===== config.mk =====
export PLATFORM = sky130hd
export DESIGN_NAME = smrc_run_config
export DESIGN_NICKNAME = d
export VERILOG_FILES = /design/src/hw/smrc_pkg.sv /design/src/hw/smrc_run_config.sv /design/src/hw/smrc_poll_timer.sv
export SDC_FILE = /design/constraint.sdc
export NUM_CORES = 1
export LEC_CHECK = 0
export ABC_AREA = 1
export BUFFER_PORTS_ARGS = -buffer_cell sky130_fd_sc_hd__buf_4
export CAP_MARGIN = 5
export CORE_ASPECT_RATIO = 0.9
export CORE_MARGIN = 1.5
export CORE_UTILIZATION = 44
export CTS_CLUSTER_DIAMETER = 200
export DETAILED_ROUTE_END_ITERATION = 16
export PLACE_DENSITY = 0.68
export SYNTH_ARGS = -nofsm -noshare
export SYNTH_HDL_FRONTEND = slang
export SYNTH_SLANG_ARGS = --single-unit
export TNS_END_PERCENT = 50

===== constraint.sdc =====
create_clock -name clk_i -period 7.6 [get_ports clk_i]
set_input_delay 1.52 -clock clk_i [delete_from_list [all_inputs] [get_ports clk_i]]
set_output_delay 1.52 -clock clk_i [all_outputs]
set_load 0.005 [all_outputs]

===== src/hw/smrc_pkg.sv =====
// shared constants, types and code tables for the run-config register block
package smrc_pkg;

  // ********************************
  // register map
  // ********************************
  localparam logic [5:0] ADDR_CFG = 6'h1a;
  localparam logic [5:0] ADDR_CAP = 6'h30;
  localparam logic [5:0] ADDR_CRC = 6'h31;
  localparam logic [5:0] ADDR_STAT = 6'h32;
  localparam logic [23:0] CFG_RESET = 24'h000000;

  // ********************************
  // field positions in main_configuration
  // ********************************
  localparam int BIT_SWRST = 0;
  localparam int PER_LSB = 1;
  localparam int WIN_LSB = 5;
  localparam int BIT_CRC = 9;
  localparam int BIT_POLL = 10;
  localparam int BIT_RUN = 11;
  localparam int BIT_INTDYN = 12;
  localparam int BIT_TWOFF = 13;
  // bits software may still change while running
  localparam logic [23:0] LIVE_MASK = 24'h000a01;

  // ********************************
  // checksum and interrupt timing
  // ********************************
  localparam int CRC_BITS = 48;
  localparam logic [15:0] CRC_POLY = 16'h1021;
  localparam logic [15:0] CRC_INIT = 16'hffff;
  localparam logic [7:0] INT_PULSE_CYC = 8'h08;
  localparam int CLK_MHZ = 125;
  localparam int CH_N = 10;

  typedef enum logic [0:0] {
    SMRC_IDLE = 1'b0,
    SMRC_CALC = 1'b1
  } smrc_crc_e;

  typedef struct packed {
    logic [23:0] cfg;
    logic [23:0] cap;
    logic [15:0] crc;
    logic flag;
    smrc_crc_e cst;
    logic [5:0] bitcnt;
    logic [47:0] shreg;
    logic [1:0] tw_sync;
    logic [9:0] reduce;
    logic [23:0] rdata;
    logic [7:0] pulse;
    logic swrst;
  } smrc_state_s;

  typedef struct packed {
    logic [6:0] pre;
    logic [21:0] us;
    logic win;
  } smrc_tmr_s;

  // active window in microseconds
  function automatic logic [21:0] win_us(input logic [3:0] code);
    case (code)
      4'h8: win_us = 22'd640;
      4'h9: win_us = 22'd768;
      4'ha: win_us = 22'd896;
      4'hb: win_us = 22'd1024;
      4'hc: win_us = 22'd2048;
      4'hd, 4'he, 4'hf: win_us = 22'd512;
      default: win_us = 22'((code + 22'd1) * 22'd64);
    endcase
  endfunction

  // poll period in microseconds
  function automatic logic [21:0] per_us(input logic [3:0] code);
    case (code)
      4'h0: per_us = 22'd2000;
      4'h1: per_us = 22'd4000;
      4'h2: per_us = 22'd8000;
      4'h3: per_us = 22'd16000;
      4'h4: per_us = 22'd32000;
      4'h5: per_us = 22'd48000;
      4'h6: per_us = 22'd64000;
      4'h7: per_us = 22'd128000;
      4'h8: per_us = 22'd256000;
      4'h9: per_us = 22'd512000;
      4'ha: per_us = 22'd1024000;
      4'hb: per_us = 22'd2048000;
      4'hc: per_us = 22'd4096000;
      default: per_us = 22'd8000;
    endcase
  endfunction

endpackage


===== src/hw/smrc_run_config.sv =====
// main configuration register: run control, mode, checksum, soft reset

// Operation
// RULE1: thermal warning drops 10/15 mA source inputs to 2 mA unless disabled.
// RULE2: interrupt scheme bit: 0 static, 1 dynamic low pin assertion.
// RULE3: writing run bit 1 starts wetting current and input polling.
// RULE4: clearing run bit halts operation and keeps the device idle.
// RULE5: host stops the device before changing any other setting.
// RULE6: while running, run, checksum, reset bits and capture register accept writes.
// RULE7: poll bit 0 gives continuous wetting, 1 gives periodic polling.
// RULE8: writing checksum bit 1 computes checksum of all configuration bits.
// RULE9: host leaves configuration unchanged until the checksum finishes.
// RULE10: checksum completion sets its flag and pulls interrupt pin low.
// RULE11: checksum trigger bit clears itself once the computation ends.
// RULE12: window code maps to 64..2048 us, codes above Ch give 512 us.
// RULE13: period code maps to 2..4096 ms, codes above Ch give 8 ms.
// RULE14: writing 1 to bit 0 resets the whole device; 0 does nothing.
// RULE15: all fields clear at power-on and after software reset.
module smrc_run_config #(
  parameter int CYC_PER_US = smrc_pkg::CLK_MHZ
) (
  input wire logic clk_i,
  input wire logic rst_i,
  input wire logic wr_i,
  input wire logic rd_i,
  input wire logic [5:0] addr_i,
  input wire logic [23:0] wdata_i,
  input wire logic thermal_warning_i,
  input wire logic [9:0] current_source_mode_i,
  input wire logic [9:0] high_current_i,
  output logic [23:0] rdata_o,
  output logic running_o,
  output logic poll_mode_o,
  output logic wetting_on_o,
  output logic [9:0] reduce_to_2ma_o,
  output logic int_n_o,
  output logic sw_reset_o
);

  // ********************************
  // state
  // ********************************
  smrc_pkg::smrc_state_s s_q, s_d;
  logic window;
  logic cfg_wr;
  logic crc_start;
  logic swrst_req;
  logic fb;

  assign cfg_wr = wr_i && (addr_i == smrc_pkg::ADDR_CFG);
  assign swrst_req = cfg_wr && wdata_i[smrc_pkg::BIT_SWRST];
  assign crc_start = cfg_wr && !swrst_req && wdata_i[smrc_pkg::BIT_CRC]
    && (s_q.cst == smrc_pkg::SMRC_IDLE);

  smrc_poll_timer #(
    .CYC_PER_US(CYC_PER_US)
  ) u_timer (
    .clk_i(clk_i),
    .rst_i(rst_i),
    .run_i(running_o && poll_mode_o),
    .win_code_i(s_q.cfg[smrc_pkg::WIN_LSB +: 4]), // RULE12
    .per_code_i(s_q.cfg[smrc_pkg::PER_LSB +: 4]), // RULE13
    .window_o(window)
  );

  // ********************************
  // next state
  // ********************************
  always_comb
  begin
    s_d = s_q;
    fb = 1'b0;
    s_d.swrst = 1'b0;
    // pin is foreign to this clock
    s_d.tw_sync = {s_q.tw_sync[0], thermal_warning_i};

    if (cfg_wr)
    begin
      if (s_q.cfg[smrc_pkg::BIT_RUN])
      begin
        // settings stay frozen while running
        s_d.cfg[smrc_pkg::BIT_RUN] = wdata_i[smrc_pkg::BIT_RUN]; // RULE6
      end
      else
      begin
        s_d.cfg = wdata_i; // RULE3 RULE4
      end
      // these bits are status, never stored from the bus
      s_d.cfg[smrc_pkg::BIT_CRC] = s_q.cfg[smrc_pkg::BIT_CRC];
      s_d.cfg[smrc_pkg::BIT_SWRST] = 1'b0;
    end
    if (wr_i && addr_i == smrc_pkg::ADDR_CAP)
    begin
      s_d.cap = wdata_i; // RULE6
    end

    // checksum engine, one bit per clock from a snapshot
    case (s_q.cst)
      smrc_pkg::SMRC_IDLE:
      begin
        if (crc_start)
        begin
          s_d.cst = smrc_pkg::SMRC_CALC; // RULE8
          s_d.cfg[smrc_pkg::BIT_CRC] = 1'b1;
          s_d.shreg = {s_q.cfg, s_q.cap};
          s_d.crc = smrc_pkg::CRC_INIT;
          s_d.bitcnt = '0;
        end
      end
      smrc_pkg::SMRC_CALC:
      begin
        fb = s_q.crc[15] ^ s_q.shreg[47];
        s_d.crc = {s_q.crc[14:0], 1'b0} ^ (fb ? smrc_pkg::CRC_POLY : 16'h0);
        s_d.shreg = {s_q.shreg[46:0], 1'b0};
        s_d.bitcnt = s_q.bitcnt + 6'd1;
        if (s_q.bitcnt == 6'(smrc_pkg::CRC_BITS - 1))
        begin
          s_d.cst = smrc_pkg::SMRC_IDLE;
          s_d.cfg[smrc_pkg::BIT_CRC] = 1'b0; // RULE11
          s_d.flag = 1'b1; // RULE10
          s_d.pulse = smrc_pkg::INT_PULSE_CYC;
        end
      end
      default:
      begin
        s_d.cst = smrc_pkg::SMRC_IDLE;
      end
    endcase

    // status read clears the flag only while the engine is idle, a new completion wins
    if (rd_i && addr_i == smrc_pkg::ADDR_STAT && !s_d.flag)
    begin
      s_d.flag = 1'b0;
    end
    else if (rd_i && addr_i == smrc_pkg::ADDR_STAT && s_q.cst ==
      smrc_pkg::SMRC_IDLE)
    begin
      s_d.flag = 1'b0;
    end
    if (s_q.pulse != 8'h00 && s_d.pulse == s_q.pulse)
    begin
      s_d.pulse = s_q.pulse - 8'h01;
    end

    // sink-mode inputs are left alone, only sources reduce
    if (s_q.tw_sync[1] && !s_q.cfg[smrc_pkg::BIT_TWOFF]
      && s_q.cfg[smrc_pkg::BIT_RUN])
    begin
      s_d.reduce = current_source_mode_i & high_current_i; // RULE1
    end
    else
    begin
      s_d.reduce = '0;
    end

    if (rd_i)
    begin
      case (addr_i)
        smrc_pkg::ADDR_CFG: s_d.rdata = s_q.cfg;
        smrc_pkg::ADDR_CAP: s_d.rdata = s_q.cap;
        smrc_pkg::ADDR_CRC: s_d.rdata = {8'h00, s_q.crc};
        smrc_pkg::ADDR_STAT: s_d.rdata = {23'h0, s_q.flag};
        default: s_d.rdata = '0;
      endcase
    end

    if (swrst_req)
    begin
      s_d = '0; // RULE14 RULE15
      s_d.swrst = 1'b1;
    end
  end

  always_ff @(posedge clk_i or posedge rst_i)
  begin
    if (rst_i)
    begin
      s_q <= '0; // RULE15
    end
    else
    begin
      s_q <= s_d;
    end
  end

  // ********************************
  // outputs
  // ********************************
  assign rdata_o = s_q.rdata;
  assign running_o = s_q.cfg[smrc_pkg::BIT_RUN];
  assign poll_mode_o = s_q.cfg[smrc_pkg::BIT_POLL];
  // RULE7
  assign wetting_on_o = running_o && (!poll_mode_o || window);
  assign reduce_to_2ma_o = s_q.reduce;
  // RULE2 RULE10
  assign int_n_o = s_q.cfg[smrc_pkg::BIT_INTDYN] ? (s_q.pulse == 8'h00)
    : !s_q.flag;
  assign sw_reset_o = s_q.swrst;
endmodule


===== src/hw/smrc_poll_timer.sv =====
// periodic polling timer: opens the wetting window at each period start
module smrc_poll_timer #(
  parameter int CYC_PER_US = smrc_pkg::CLK_MHZ
) (
  input wire logic clk_i,
  input wire logic rst_i,
  input wire logic run_i,
  input wire logic [3:0] win_code_i,
  input wire logic [3:0] per_code_i,
  output logic window_o
);

  smrc_pkg::smrc_tmr_s s_q, s_d;
  logic [21:0] win_len;
  logic [21:0] per_len;

  always_comb
  begin
    win_len = smrc_pkg::win_us(win_code_i);
    per_len = smrc_pkg::per_us(per_code_i);
    s_d = s_q;
    if (!run_i)
    begin
      s_d = '0;
      // count restarts at zero, so the first window opens on the run edge
      s_d.win = 1'b1;
    end
    else
    begin
      if (s_q.pre == 7'(CYC_PER_US - 1))
      begin
        s_d.pre = '0;
        // period end wraps to the next window
        if (s_q.us >= per_len - 22'd1)
        begin
          s_d.us = '0;
        end
        else
        begin
          s_d.us = s_q.us + 22'd1;
        end
      end
      else
      begin
        s_d.pre = s_q.pre + 7'd1;
      end
      s_d.win = (s_d.us < win_len);
    end
  end

  always_ff @(posedge clk_i or posedge rst_i)
  begin
    if (rst_i)
    begin
      s_q <= '0;
    end
    else
    begin
      s_q <= s_d;
    end
  end

  assign window_o = run_i && s_q.win;

endmodule


# Word-level counts from Yosys, hierarchy flattened
# Memories as Yosys holds them, arrays and structs flattened.
# Cells that the tools add are included.
# classes
addsub,6
order_cmp,2
eq_ne,17
mux,30
n_bitwise,4
n_reduce_logical,28
# ops
operator,count
2-to-1 mux 165 bit,1
one-hot mux 22 bit (6 select lines),1
one-hot mux 55 bit (2 select lines),1
one-hot mux 24 bit (4 select lines),1
2-to-1 mux 24 bit,3
2-to-1 mux 22 bit,3
2-to-1 mux 55 bit,1
equality test 4 bit (second input constant),8
one-hot mux 16 bit (2 select lines),1
2-to-1 mux 30 bit,1
equality test 6 bit (second input constant),4
2-to-1 mux 8 bit,3
adder 22 x 1 -> 22 bit (second input constant),1
>= comparator 22 bit,1
less-than comparator 22 bit,1
subtractor 22 x 1 -> 22 bit (second input constant),1
2-to-1 mux 16 bit,1
XOR 16 x 13 -> 16 bit,1
logical AND 1 bit,15
2-to-1 mux 13 bit,1
2-to-1 mux 12 bit,1
2-to-1 mux 11 bit,1
bitwise AND 10 bit,1
2-to-1 mux 10 bit,1
22 further kinds,33
# totals
ff_bits,195
mem_bits_ro,288
out_inout_bits,39
word_cells,105
n_memories,1
# mem_list
memory,depth,word_bits,rd,rd_clocked_by_memory_dff,write_ports,line,text
(no name shown),16,18,1,0,0,smrc_pkg.sv:78,case (code)

# Longest topological paths before layout
# depth
ltp_word,10
mapped_depth,33
mapped_depth_nobuf,31

# Hierarchy
# From an unflattened synthesis, not the netlist that was laid out.
# hier_totals
cells_unflattened,1492
hier_area_um2,11303.3
# modules_own_cells
module,instances,cells_per_inst,area_per_inst_um2,seq_area_each_um2
smrc_run_config,1,1058,8280.4,4103.9
smrc_poll_timer,1,434,3022.9,750.7

# Least setup slack after synthesis
# OpenSTA, ideal clock, no wires.
# synth_path
kind,register -> register
from,register s_q[143] (netlist bit)
to,register u_timer.s_q[0] (netlist bit)
arrival_time_ns,3.776
t_required_ns,7.535
setup_slack_ns,3.758
stages_incl_launch_ff,31
path_buffers,2
period_less_slack_ns,3.842
path_cell_list,dfrtp_1 inv_1 ha_1 inv_1 nor2_1 inv_1 ha_1 and3b_1 nand3_1 xor2_1 inv_1 ha_1 nand2_1 nor2_1 inv_1 nor2_1 nand3_1 nand3_1 nand2_1 buf_2 inv_1 buf_2 nor2_1 ha_1 a21oi_1 nand3_1 nor2_1 nand2_1 nor2_1 nand2_1 nand2_1
# synth_lines
element,line,text
start: declaration,smrc_run_config.sv:43,"smrc_pkg::smrc_state_s s_q, s_d;"
start signal: assignment,smrc_run_config.sv:178,s_q <= '0;
start signal: assignment,smrc_run_config.sv:182,s_q <= s_d;
end signal: assignment,smrc_poll_timer.sv:55,s_q <= '0;
end signal: assignment,smrc_poll_timer.sv:59,s_q <= s_d;
end: declaration,smrc_poll_timer.sv:13,"smrc_pkg::smrc_tmr_s s_q, s_d;"

==> impl_metrics.env <==
export IMPL_rows=53
export IMPL_die_width_um=166
export IMPL_setup_viol=0
export IMPL_drt_initial_drc_count=647
export IMPL_cp_slowest_stage_delay_ps=480
export IMPL_first_pass_iters=5
export IMPL_grt_setup_unrepaired="no"
export IMPL_syn_cell_area_sq_um=10500
export IMPL_dominantRegCellSynth="dfrtp_1"
export IMPL_grt_pass1_vias=8014
export IMPL_grt_pass1_wl_mm=41.0
export IMPL_max_freq_mhz=214
export IMPL_yosys_area_top_type="dfrtp_1"
export IMPL_synth_xor_area_share_pct=2.93
export IMPL_cts_tree="yes"
export IMPL_slew_headroom_pct=31.5
export IMPL_grt_max_degree=119
export IMPL_vias=8498
export IMPL_power_frac_comb_pct=19.9
export IMPL_fin_skew_ps=14.2
export IMPL_drv_slew=0
export IMPL_antennaDiodeCount=0
export IMPL_synth_top_area_share_pct=46.4
export IMPL_synth_distinct_cells=46
export IMPL_pwr_share_seq_pct=48.3
export IMPL_whs_endpoint="s_q[44]"
export IMPL_cts_hold_buf=0
export IMPL_hold_path_startpoint="s_q[43]"
export IMPL_cpMaxStageDelayCell="dfrtp_1"
export IMPL_swShare_pct=32.2
export IMPL_synthMuxAreaShare_pct=0.203
export IMPL_synth_area_per_cell_sq_um=8.03
export IMPL_initial_utilization_pct=44.9
export IMPL_clk_pin_slew_worst_paths_ps=80
export IMPL_remaining_drc_errors=0
export IMPL_post_drt_wl_per_cell_um=15.0
export IMPL_p_sw_w=0.000924
export IMPL_clockBufferDepth=2
export IMPL_ios=94
export IMPL_cts_sinks=194
export IMPL_period_needed_ps=4670
export IMPL_syn_to_final_growth_pct=12.0
export IMPL_route_met3_wl_mm=1.47
export IMPL_r2r_start="s_q[143]"
export IMPL_worst_r2r_endpoint="u_timer.s_q[0]"
export IMPL_required_ps=7970
export IMPL_layout_setup_ws_ps=2930
export IMPL_met2_length_mm=10.7
export IMPL_wl_mm=24.8
export IMPL_worst_path_buf_inv=6
export IMPL_hpwlAfterDp_mm=17.5
export IMPL_layout_drive_gt1_share_pct=11.5
export IMPL_gp_congestion=0.858
export IMPL_p_int_w=0.00194
export IMPL_drt_met1_wl_mm=12.3
export IMPL_grt_use_total_pct=20.7
export IMPL_syn_num_nets=1399
export IMPL_cts_buffers=17
export IMPL_place_ws_ps=2840
export IMPL_path_class="flip-flop to flip-flop"
export IMPL_worstPathArrival_ps=5040
export IMPL_nNetsFinal=1433
export IMPL_ys_seq_area_share_pct=46.4
export IMPL_hold_depth=2
export IMPL_cts_root_buf="clkbuf_16"
export IMPL_rrSetupSlack_ps=2930
export IMPL_clk_latency_ps=440
export IMPL_yosys_register_bits=194
export IMPL_synth_compound_area_share_pct=15.1
export IMPL_die_area_sq_um=24700
export IMPL_antenna_found_initial=0
export IMPL_cellLeakagePower_nw=5.68
export IMPL_critical_path_top_delay_family="simple AND/OR/NAND/NOR gates"
export IMPL_ys_warn_count=0
export IMPL_synth_edff_count=0
export IMPL_crit_fanout=14
export IMPL_core_area_sq_um=23300
export IMPL_finalCritPeriodShare_pct=61.5
export IMPL_cp_end_kind="flip-flop"
export IMPL_rr_worst_depth=28
export IMPL_cap_violations=0
export IMPL_synthAdderAreaFrac_pct=4.78
export IMPL_clkPwrFrac_pct=31.7
export IMPL_die_h_um=149
export IMPL_dr_max_layer_used="met4"
export IMPL_overflow=0
export IMPL_worstSetupStartpointType="flip-flop"
export IMPL_io_buffers=93
export IMPL_tightest_slew_ps=1030
export IMPL_synth_async_sr_flop_share_pct=100
export IMPL_ir_drop_uv=152
export IMPL_h_tree_depth=4
export IMPL_ant_nets=0
export IMPL_synthTopCellsByArea="dfrtp_1 46%, nand2_1 9.2%, inv_1 7.4%"
export IMPL_yosys_area_share_simple_pct=18.3
export IMPL_synthCells=1304
export IMPL_cts_resized=0
export IMPL_setup_tns_ps=0
export IMPL_power_density_nw_per_um2=244
export IMPL_hold_class="flip-flop to flip-flop"
export IMPL_hold_viol_final=0
export IMPL_synth_top_family_by_area="simple AND/OR/NAND/NOR gates"
export IMPL_outcome="completed"
export IMPL_vias_per_cell=5.14
export IMPL_cts_setup_buffers=0
## worst min-delay path: stages (launching register included)
cell     delay, ps
dfrtp_1        320
nand2_1         50
inv_1           40
## registers in the layout (all words and copies together), names as in the netlist
signal and cells:
s_q 127, u_timer.s_q 30, rdata_o 24, reduce_to_2ma_o 10, poll_mode_o 1, running_o 1, sw_reset_o 1
## Yosys cell counts (8+ instances only)
| cell | n |
|---|---|
| nand2_1 | 258 |
| inv_1 | 207 |
| dfrtp_1 | 194 |
| o21ai_0 | 123 |
| nor2_1 | 82 |
| o22ai_1 | 76 |
| ha_1 | 40 |
| nand3_1 | 38 |
| o21ai_1 | 37 |
| buf_4 | 34 |
| a21oi_1 | 29 |
| nand4_1 | 26 |
| xor2_1 | 26 |
| clkbuf_1 | 25 |
| nor3_1 | 24 |
| buf_2 | 22 |
| xnor2_1 | 9 |
| a22oi_1 | 8 |
## area by class of cell
cell class | instances | area [sq um]
Multi-Input combinational cell | 810 | 4340
Fill cell | 2254 | 11600
Inverter | 215 | 816
Clock buffer | 17 | 425
Timing Repair Buffer | 100 | 751
Tap cell | 302 | 378
Sequential cell | 194 | 4850
Clock inverter | 15 | 166
## cells by family (layout without fill, tap and decap cells)
logic type / after synthesis / in the layout
XOR/XNOR: 35 / 35
buffers and inverters: 300 / 347
multiplexers: 2 / 2
flip-flops: 194 / 194
AND/OR/NAND/NOR: 448 / 448
adder cells (fa/ha/maj): 40 / 40
AO/OA/AOI/OAI: 285 / 285
## worst max path at each step
| stage | depth (start not counted) | slack [ps] | endpoint | from |
|---|---|---|---|---|
| 6_report | 28 | 2930 | u_timer.s_q[0] | s_q[143] |
| 5_1_grt | 28 | 2450 | u_timer.s_q[0] | s_q[143] |
| 4_1_cts | 28 | 2920 | u_timer.s_q[0] | s_q[143] |
| 3_5_place_dp | 12 | 2840 | s_q[94] | addr_i[0] |
| 3_3_place_gp | 28 | 2940 | u_timer.s_q[0] | s_q[142] |
| 2_1_floorplan | 1 | 800 | poll_mode_o | rst_i |
## per-layer routing
metal	global-route usage, %	up-vias
met5	0	-
met4	5.18	0
met3	4.86	22
met2	30.3	223
met1	30.7	3974
li1	-	4279
## stage by stage
stage / instance area [sq um] / cells / util [%] / hold WS (ps) / power, W
5_1_grt: 11700 / 1653 / 50.3 / 487 / 0.00304
6_report: 11700 / 1653 / 50.3 / 442 / 0.00286
3_3_place_gp: 11100 / 1621 / 47.7 / 420 / 0.00195
2_1_floorplan: 10500 / 1304 / - / 413 / 0.00179
3_5_place_dp: 11100 / 1621 / 47.7 / 423 / 0.00197
4_1_cts: 11700 / 1653 / 50.3 / 438 / 0.00288
## cells in the final DEF, fill, tap and decap left out, types with 9 or more instances in the layout
master     instances
a21oi_1           29
buf_4            100
clkbuf_16         17
dfrtp_1          194
ha_1              40
inv_1            206
nand2_1          258
nand3_1           37
nand4_1           26
nor2_1            82
nor3_1            24
o21ai_0          123
o21ai_1           36
o22ai_1           76
xnor2_1            9
xor2_1            26
## power by group through the flow
stage                     sequential, W  combinational [W]  clock, W
after floorplan                 0.00136           0.000431         0
after global placement          0.00140           0.000552         0
after detailed placement        0.00140           0.000569         0
after CTS                       0.00138           0.000574  0.000924
after global routing            0.00141           0.000667  0.000964
final                           0.00138           0.000570  0.000909
No activity file was read; power rests on OpenSTA's default activity.
